## config.mk

```make
export PLATFORM = sky130hd
export DESIGN_NAME = nco_top
export DESIGN_NICKNAME = d
export VERILOG_FILES = /design/src/rtl/nco_pkg.sv /design/src/rtl/nco_top.sv /design/src/rtl/nco_core.sv
export VERILOG_INCLUDE_DIRS = /design/src /design/src/rtl
export SDC_FILE = /design/constraint.sdc
export NUM_CORES = 1
export LEC_CHECK = 0
export BUFFER_PORTS_ARGS = -buffer_cell sky130_fd_sc_hd__buf_2
export CAP_MARGIN = 20
export CELL_PAD_IN_SITES_DETAIL_PLACEMENT = 0
export CELL_PAD_IN_SITES_GLOBAL_PLACEMENT = 2
export CORE_ASPECT_RATIO = 0.7
export CORE_MARGIN = 3
export CORE_UTILIZATION = 34
export DETAILED_ROUTE_END_ITERATION = 12
export PLACE_DENSITY = 0.83
export SYNTH_ARGS = -nofsm -noshare
export SYNTH_HDL_FRONTEND = slang
export SYNTH_SLANG_ARGS = --single-unit
```

## constraint.sdc

```tcl
create_clock -name mclk -period 2.77 [get_ports mclk]
set_input_delay 0.831 -clock mclk [delete_from_list [all_inputs] [get_ports mclk]]
set_output_delay 0.831 -clock mclk [all_outputs]
set_load 0.02 [all_outputs]
```

## src/rtl/nco_defines.svh

```systemverilog
// Offsets, field positions and reset values of the oscillator block
`ifndef NCO_DEFINES_SVH
`define NCO_DEFINES_SVH

`define NCO_ADDR_W        8
`define NCO_OFF_CTRL      8'h00
`define NCO_OFF_CLKCTRL   8'h04
`define NCO_OFF_ACCL      8'h08
`define NCO_OFF_ACCH      8'h0c
`define NCO_OFF_ACCU      8'h10
`define NCO_OFF_INCL      8'h14
`define NCO_OFF_INCH      8'h18
`define NCO_OFF_IRQ_STAT  8'h1c
`define NCO_OFF_IRQ_MASK  8'h20

`define NCO_IDX_CTRL      4'h0
`define NCO_IDX_CLKCTRL   4'h1
`define NCO_IDX_ACCL      4'h2
`define NCO_IDX_ACCH      4'h3
`define NCO_IDX_ACCU      4'h4
`define NCO_IDX_INCL      4'h5
`define NCO_IDX_INCH      4'h6
`define NCO_IDX_IRQ_STAT  4'h7
`define NCO_IDX_IRQ_MASK  4'h8
`define NCO_IDX_NONE      4'hf

`define NCO_CTRL_EN       7
`define NCO_CTRL_OE       6
`define NCO_CTRL_OUT      5
`define NCO_CTRL_POL      4
`define NCO_CTRL_PFM      0
`define NCO_CLK_PWS_HI    7
`define NCO_CLK_PWS_LO    5
`define NCO_CLK_CKS_HI    1
`define NCO_CLK_CKS_LO    0

`define NCO_CKS_PIN       2'h0
`define NCO_CKS_SYS       2'h1
`define NCO_CKS_HFOSC     2'h2
`define NCO_CKS_LCELL     2'h3

`define NCO_ACC_W         20
`define NCO_INC_W         16
`define NCO_INC_RESET     16'h0001
`define NCO_NUM_SRC       3
`define NCO_SYNC_LEN      3

`endif

```

## src/rtl/nco_pkg.sv

```systemverilog
// State types of the oscillator block
`include "nco_defines.svh"

package nco_pkg;

    typedef struct packed {
        logic [`NCO_ACC_W-1:0] acc;
        logic [`NCO_INC_W-1:0] inc_act;
        logic                  inc_pend;
        logic                  ovf_pend;
        logic [7:0]            width_cnt;
        logic                  out_state;
        logic                  ovf;
    } nco_core_state_type;

    typedef struct packed {
        logic [`NCO_NUM_SRC-1:0][`NCO_SYNC_LEN-1:0] sync;
        logic [`NCO_NUM_SRC-1:0]                    stable;
        logic                                       tick;
        logic                                       en;
        logic                                       oe;
        logic                                       pol;
        logic                                       pfm;
        logic [2:0]                                 pws;
        logic [1:0]                                 cks;
        logic [`NCO_INC_W-1:0]                      inc_reg;
        logic                                       irq_stat;
        logic                                       irq_mask;
        logic [31:0]                                rdata;
    } nco_regs_state_type;

endpackage : nco_pkg

```

## src/rtl/nco_top.sv

```systemverilog
// APB register file, clock source selection and interrupt of the oscillator
`include "nco_defines.svh"

module nco_top (
    // Clock and reset
    input  wire logic        mclk,
    input  wire logic        resetn,
    // APB slave
    input  wire logic        psel,
    input  wire logic        penable,
    input  wire logic        pwrite,
    input  wire logic [7:0]  paddr,
    input  wire logic [31:0] pwdata,
    output logic             pready,
    output logic      [31:0] prdata,
    output logic             pslverr,
    // Oscillator clock sources
    input  wire logic        ext_clock_pin,
    input  wire logic        internal_hf_osc,
    input  wire logic        logic_cell_output,
    // Oscillator output
    output logic             nco_out,
    output logic             nco_pin_o,
    output logic             nco_pin_oe,
    // Interrupt
    output logic             irq
);

    function automatic logic [3:0] nco_decode(input logic [7:0] addr);
        logic [3:0] idx;
        unique case (addr)
            `NCO_OFF_CTRL:     idx = `NCO_IDX_CTRL;
            `NCO_OFF_CLKCTRL:  idx = `NCO_IDX_CLKCTRL;
            `NCO_OFF_ACCL:     idx = `NCO_IDX_ACCL;
            `NCO_OFF_ACCH:     idx = `NCO_IDX_ACCH;
            `NCO_OFF_ACCU:     idx = `NCO_IDX_ACCU;
            `NCO_OFF_INCL:     idx = `NCO_IDX_INCL;
            `NCO_OFF_INCH:     idx = `NCO_IDX_INCH;
            `NCO_OFF_IRQ_STAT: idx = `NCO_IDX_IRQ_STAT;
            `NCO_OFF_IRQ_MASK: idx = `NCO_IDX_IRQ_MASK;
            default:           idx = `NCO_IDX_NONE;
        endcase
        return idx;
    endfunction : nco_decode

    nco_pkg::nco_regs_state_type s_q;
    nco_pkg::nco_regs_state_type s_d;

    logic [`NCO_NUM_SRC-1:0] src_raw;
    logic [`NCO_ACC_W-1:0]   acc;
    logic                    ovf;
    logic                    out_state;
    logic [3:0]              wr_idx;
    logic [3:0]              rd_idx;
    logic                    wr_en;
    logic                    inc_lo_wr;
    logic [2:0]              acc_wr;
    logic [7:0]              wbyte;

    assign src_raw = {logic_cell_output, internal_hf_osc, ext_clock_pin};
    assign wbyte   = pwdata[7:0];
    assign wr_idx  = nco_decode(paddr);
    assign rd_idx  = nco_decode(paddr);
    // Zero wait state: read data is captured in the setup cycle
    assign pready  = psel & penable;
    assign pslverr = psel & penable & (wr_idx == `NCO_IDX_NONE);
    assign wr_en   = psel & penable & pwrite & (wr_idx != `NCO_IDX_NONE);

    assign inc_lo_wr = wr_en & (wr_idx == `NCO_IDX_INCL);
    assign acc_wr    = {wr_en & (wr_idx == `NCO_IDX_ACCU),
                        wr_en & (wr_idx == `NCO_IDX_ACCH),
                        wr_en & (wr_idx == `NCO_IDX_ACCL)};

    always_comb begin
        logic [`NCO_NUM_SRC-1:0] rise;
        rise = '0;
        s_d  = s_q;
        // Three-stage synchroniser; a level counts once stages two and three agree
        for (int i = 0; i < `NCO_NUM_SRC; i++) begin
            s_d.sync[i] = {s_q.sync[i][1:0], src_raw[i]};
            if (s_q.sync[i][1] == s_q.sync[i][2]) begin
                s_d.stable[i] = s_q.sync[i][2];
            end
            rise[i] = s_d.stable[i] & ~s_q.stable[i];
        end
        unique case (s_q.cks)
            `NCO_CKS_PIN:   s_d.tick = rise[0];
            `NCO_CKS_SYS:   s_d.tick = 1'b1;
            `NCO_CKS_HFOSC: s_d.tick = rise[1];
            `NCO_CKS_LCELL: s_d.tick = rise[2];
        endcase

        // Register writes
        if (wr_en) begin
            unique case (wr_idx)
                `NCO_IDX_CTRL: begin
                    s_d.en  = wbyte[`NCO_CTRL_EN];
                    s_d.oe  = wbyte[`NCO_CTRL_OE];
                    s_d.pol = wbyte[`NCO_CTRL_POL];
                    s_d.pfm = wbyte[`NCO_CTRL_PFM];
                end
                `NCO_IDX_CLKCTRL: begin
                    s_d.pws = wbyte[`NCO_CLK_PWS_HI:`NCO_CLK_PWS_LO];
                    s_d.cks = wbyte[`NCO_CLK_CKS_HI:`NCO_CLK_CKS_LO];
                end
                `NCO_IDX_INCL:     s_d.inc_reg[7:0]  = wbyte;
                `NCO_IDX_INCH:     s_d.inc_reg[15:8] = wbyte;
                `NCO_IDX_IRQ_MASK: s_d.irq_mask      = wbyte[0];
                default: begin
                end
            endcase
        end
        // Write one clears, a same-cycle overflow wins
        if (wr_en && wr_idx == `NCO_IDX_IRQ_STAT && wbyte[0]) begin
            s_d.irq_stat = 1'b0;
        end
        if (ovf) begin
            s_d.irq_stat = 1'b1;
        end

        // Read data captured in the setup cycle
        if (psel && !penable) begin
            s_d.rdata = '0;
            unique case (rd_idx)
                `NCO_IDX_CTRL: begin
                    s_d.rdata[`NCO_CTRL_EN]  = s_q.en;
                    s_d.rdata[`NCO_CTRL_OE]  = s_q.oe;
                    s_d.rdata[`NCO_CTRL_OUT] = out_state;
                    s_d.rdata[`NCO_CTRL_POL] = s_q.pol;
                    s_d.rdata[`NCO_CTRL_PFM] = s_q.pfm;
                end
                `NCO_IDX_CLKCTRL: begin
                    s_d.rdata[`NCO_CLK_PWS_HI:`NCO_CLK_PWS_LO] = s_q.pws;
                    s_d.rdata[`NCO_CLK_CKS_HI:`NCO_CLK_CKS_LO] = s_q.cks;
                end
                `NCO_IDX_ACCL:     s_d.rdata[7:0] = acc[7:0];
                `NCO_IDX_ACCH:     s_d.rdata[7:0] = acc[15:8];
                `NCO_IDX_ACCU:     s_d.rdata[3:0] = acc[19:16];
                `NCO_IDX_INCL:     s_d.rdata[7:0] = s_q.inc_reg[7:0];
                `NCO_IDX_INCH:     s_d.rdata[7:0] = s_q.inc_reg[15:8];
                `NCO_IDX_IRQ_STAT: s_d.rdata[0]   = s_q.irq_stat;
                `NCO_IDX_IRQ_MASK: s_d.rdata[0]   = s_q.irq_mask;
                default: begin
                end
            endcase
        end
    end

    always_ff @(posedge mclk) begin
        if (!resetn) begin
            s_q         <= '0;
            s_q.inc_reg <= `NCO_INC_RESET;
        end else begin
            s_q <= s_d;
        end
    end

    nco_core i_nco_core (
        .mclk      (mclk),
        .resetn    (resetn),
        .tick      (s_q.tick),
        .enable    (s_q.en),
        .pfm       (s_q.pfm),
        .pws       (s_q.pws),
        .inc_reg   (s_q.inc_reg),
        .inc_lo_wr (inc_lo_wr),
        .acc_wr    (acc_wr),
        .wdata     (wbyte),
        .acc       (acc),
        .ovf       (ovf),
        .out_state (out_state)
    );

    assign prdata     = s_q.rdata;
    assign nco_out    = out_state ^ s_q.pol;
    assign nco_pin_o  = out_state ^ s_q.pol;
    assign nco_pin_oe = s_q.oe & s_q.en;
    assign irq        = s_q.irq_stat & s_q.irq_mask;

endmodule : nco_top

```

## src/rtl/nco_core.sv

```systemverilog
// Accumulator, increment buffer and output shaping of the oscillator
`include "nco_defines.svh"

module nco_core (
    // Clock and reset
    input  wire logic                  mclk,
    input  wire logic                  resetn,
    // Oscillator clock edge, one cycle per selected source rising edge
    input  wire logic                  tick,
    // Configuration
    input  wire logic                  enable,
    input  wire logic                  pfm,
    input  wire logic [2:0]            pws,
    input  wire logic [`NCO_INC_W-1:0] inc_reg,
    // Software writes
    input  wire logic                  inc_lo_wr,
    input  wire logic [2:0]            acc_wr,
    input  wire logic [7:0]            wdata,
    // State
    output logic      [`NCO_ACC_W-1:0] acc,
    output logic                       ovf,
    output logic                       out_state
);

    nco_pkg::nco_core_state_type s_q;
    nco_pkg::nco_core_state_type s_d;

    logic [`NCO_ACC_W:0] sum;
    logic [7:0]          width;

    always_comb begin
        s_d   = s_q;
        sum   = {1'b0, s_q.acc} + {{(`NCO_ACC_W + 1 - `NCO_INC_W){1'b0}}, s_q.inc_act};
        width = 8'h01 << pws;
        s_d.ovf = 1'b0;
        // Double buffer: a running oscillator picks up a new step only at its own edge
        s_d.inc_pend = (s_q.inc_pend & ~tick) | inc_lo_wr;
        if (!enable) begin
            s_d.inc_act   = inc_reg;
            s_d.inc_pend  = 1'b0;
            s_d.ovf_pend  = 1'b0;
            s_d.out_state = 1'b0;
        end else if (tick) begin
            s_d.acc = sum[`NCO_ACC_W-1:0];
            s_d.ovf = sum[`NCO_ACC_W];
            if (s_q.inc_pend) begin
                s_d.inc_act = inc_reg;
            end
            if (!pfm) begin
                s_d.ovf_pend = 1'b0;
                if (sum[`NCO_ACC_W]) begin
                    s_d.out_state = ~s_q.out_state;
                end
            end else begin
                s_d.ovf_pend = sum[`NCO_ACC_W];
                if (s_q.ovf_pend) begin
                    s_d.out_state = 1'b1;
                    s_d.width_cnt = width;
                end else if (s_q.out_state) begin
                    if (s_q.width_cnt <= 8'h01) begin
                        s_d.out_state = 1'b0;
                    end else begin
                        s_d.width_cnt = s_q.width_cnt - 8'h01;
                    end
                end
            end
        end
        // Software write wins over the running sum in the same cycle
        if (acc_wr[0]) begin
            s_d.acc[7:0] = wdata;
        end
        if (acc_wr[1]) begin
            s_d.acc[15:8] = wdata;
        end
        if (acc_wr[2]) begin
            s_d.acc[19:16] = wdata[3:0];
        end
    end

    always_ff @(posedge mclk) begin
        if (!resetn) begin
            s_q         <= '0;
            s_q.inc_act <= `NCO_INC_RESET;
        end else begin
            s_q <= s_d;
        end
    end

    assign acc       = s_q.acc;
    assign ovf       = s_q.ovf;
    assign out_state = s_q.out_state;

endmodule : nco_core

```

==> out/summary.txt <==
outcome: finished, final reports clean
synthesized cell area: 5500 um^2
async set-reset flop share out of synthesis: 0%
Crit-path slowest cell: or4_4
setup bufs post-CTS: 0
Post-Syn Area per Cell: 8.18 um^2
Initial Utilization: 35.1%
CTS clk-pin slew, worst paths: 0.07 ns
most used cell along the critical path: buf_2
worst-path cell chain: buf_2, or4_4, nor3_4, nor3b_1, buf_2
switching share of power: 25.9%
initial antenna violation count: 0
WP data arrival: 1.85 ns
CTS max path bufs: 2
Worst slew margin: 51.3%
clock power share: 44.1%
Final GP Congestion: 0.830
Remaining DRCs: 0
Sw Pwr: 0.000721 W
CTS tree: yes
RSZ-0062 raised after global routing: no
H-tree Lvls: 3
setup TNS: 0 ns
# hold bufs at CTS: 0
Final Slew Violations: 0
Vias: 4982
Final setup viols: 0
critical path peak fanout: 3
post-placement setup slack: -0.0309 ns
Sink Count: 96
Root Buffer: clkbuf_16
Synth Flop Type: dfxtp_1
Seq cells post-synth: 96
input/output buffers: 37
Vias/cell: 5.44
Tcrit/Tclk final: 96.6%
yosys warns: 0
Top Ports: 86
most frequent cells in the layout: nand2_1 (103), dfxtp_1 (96), o21ai_0 (41), nor2_1 (39), buf_2 (37)
aggregate global-route resource usage: 19.0%
Post-Syn Instances: 672
Post-DP Area: 5920 um^2
Worst Tran Pin Value: 0.730 ns
share of layout cells above drive strength 1: 14.2%
MaxCap Viol Count: 0
total gr overflow: 0
Final Critical Period: 2.68 ns
Post-Route WL: 16400 um
critical path's largest stage delay: 0.56 ns
CP Data Required Time: 1.94 ns
Die X: 158 um
final hold vios: 0
Finished Cell Area: 6220 um^2
total CTS buffers: 9
Internal: 0.00207 W
power density cells: 448 nW/um^2
Die ar.: 17800 um^2
Netlist cell types: 63
sequential share of the synthesized area: 34.9%
hpwl dp: 12400 um
first-pass GRT wire length: 26200 um
fin nets: 778
Setup WS post-layout: 0.0931 ns
die height: 112 um
Critical Path Sink Type: primary output
number of synthesized flops with an enable pin: 0
core area: 15700 um^2
Final Power: 0.00279 W
Hold WC Path Type: reg -> reg
Flop pwr share: 50.0%
DR iter-0 viols: 399
part of the power in combinational logic: 5.9%
WL/cell: 17.9 um
remaining antenna violation count: 0
Fin Clk Skew: 0.00985 ns
pin count of the biggest net entering global routing: 31
1st-pass router iterations: 5
vias in the first global route: 4715
Layout area overhead: 13.1%
Setup CP Type: in -> out
Leakage: 2.45 nW
fmax: 0.374 GHz
diode count: 0
Critical Path Start Type: primary input
commonest non-fill, non-tap cell in the layout: nand2_1
worst-skew pair later-pin latency: 0.36 ns
Worst VDD drop: 0.000231 V
row count: 38
-- final timing paths --
kind	start	to	slack, ns	depth (start not counted)
setup / recovery	paddr[1]	pslverr	0.09	5
hold reg to reg	s_d[70]$_SDFF_PN0_	s_d[71]$_SDFF_PN0_	0.43	1
hold / removal	s_d[70]$_SDFF_PN0_	s_d[71]$_SDFF_PN0_	0.43	1
setup reg to reg	i_nco_core.acc[0]$_SDFFE_PN0P_	i_nco_core.out_state$_SDFFE_PN0P_	0.21	10
-- final cells by class --
cell class,instances,area [um^2]
multi-input combinational,517,3230
clock buffer,9,225
sequential,96,1920
clock inverter,7,63.8
fill,1607,9470
inverter,15,56.3
timing repair buffer,72,473
tap,200,250
-- registers in the layout, summed over array words and instances, names as in the netlist --
| name | cells |
|---|---|
| s_q | 34 |
| s_d | 6 |
| i_nco_core.ovf | 1 |
| i_nco_core.acc | 20 |
| prdata | 8 |
| i_nco_core.s_q | 26 |
| i_nco_core.out_state | 1 |
-- per-stage QoR --
stage               cells  utilization, %  hold slack (ns)
global placement      900            37.7            0.418
finish                916            39.6            0.431
detailed placement    900            37.7            0.421
global route          916            39.6            0.462
floorplan             695               -            0.412
CTS                   916            39.6            0.435
-- critical path: cells and delay by family --
kind,cells,cell delay [ns]
buffers and inverters,2,0.26
AND/OR/NAND/NOR,3,0.76
-- power by group through the flow --
stage               logic, W  registers (W)  clock network [W]
floorplan           0.000132        0.00142                  0
global placement    0.000161        0.00143                  0
detailed placement  0.000162        0.00143                  0
CTS                 0.000162        0.00139            0.00126
global route        0.000179        0.00139            0.00132
finish              0.000165        0.00139            0.00123
-- logic make-up (layout without fill, tap and decap cells) --
family                   count (synthesis)  after routing  synth area share [%]
AO/OA/AOI/OAI                          174            174                  21.8
other                                    1             24                0.0682
AND/OR/NAND/NOR                        257            257                  23.0
adder cells (fa/ha/maj)                 19             19                  4.46
XOR/XNOR                                14             14                  2.23
multiplexers                            29             29                  5.30
flip-flops                              96             96                  34.9
buffers and inverters                   82            103                  8.14
-- per-layer routing --
metal | track usage (%) | vias to the layer above | part of all wire [%]
met3 | 4.62 | 11 | 6.8
met1 | 29.5 | 2350 | 52
met2 | 26.2 | 198 | 40
met5 | 0 | - | 0
met4 | 4.24 | 0 | 0.95
li1 | - | 2423 | -
-- synthesized netlist by cell type (3+ instances only) --
| cell | instances | area (um^2) |
|---|---|---|
| a21oi_1 | 28 | 140 |
| a22oi_1 | 10 | 75.1 |
| inv_1 | 15 | 56.3 |
| xnor2_1 | 7 | 61.3 |
| nand4_1 | 3 | 18.8 |
| o32ai_1 | 3 | 26.3 |
| or3_1 | 3 | 18.8 |
| nand3_1 | 21 | 105 |
| dfxtp_1 | 96 | 1920 |
| nand2b_1 | 10 | 62.6 |
| a21boi_0 | 15 | 113 |
| ha_1 | 18 | 225 |
| buf_4 | 35 | 263 |
| a31oi_1 | 14 | 87.6 |
| o21ai_0 | 41 | 205 |
| and2_1 | 14 | 87.6 |
| o211a_1 | 7 | 70.1 |
| and3_1 | 10 | 62.6 |
| nor2_1 | 39 | 146 |
| o21a_1 | 3 | 22.5 |
| and4_1 | 3 | 26.3 |
| nor4_1 | 4 | 25.0 |
| a221oi_1 | 7 | 61.3 |
| xor2_1 | 7 | 61.3 |
| nor3_1 | 10 | 50.1 |
| mux2i_1 | 28 | 280 |
| clkbuf_1 | 30 | 113 |
| nor2b_1 | 26 | 163 |
| nand2_1 | 103 | 387 |
| a32o_1 | 6 | 60.1 |
| a22o_1 | 3 | 26.3 |
| a21o_1 | 7 | 52.6 |
| a311oi_1 | 4 | 35.0 |
| o211ai_1 | 7 | 52.6 |
-- repair_timing --
| item | CTS | global route |
|---|---|---|
| resized for setup | 1 | 1 |
| endpoints found under the setup margin | 1 | 1 |
| pin swaps | 0 | 1 |
Power figures use the tool's default switching activity.
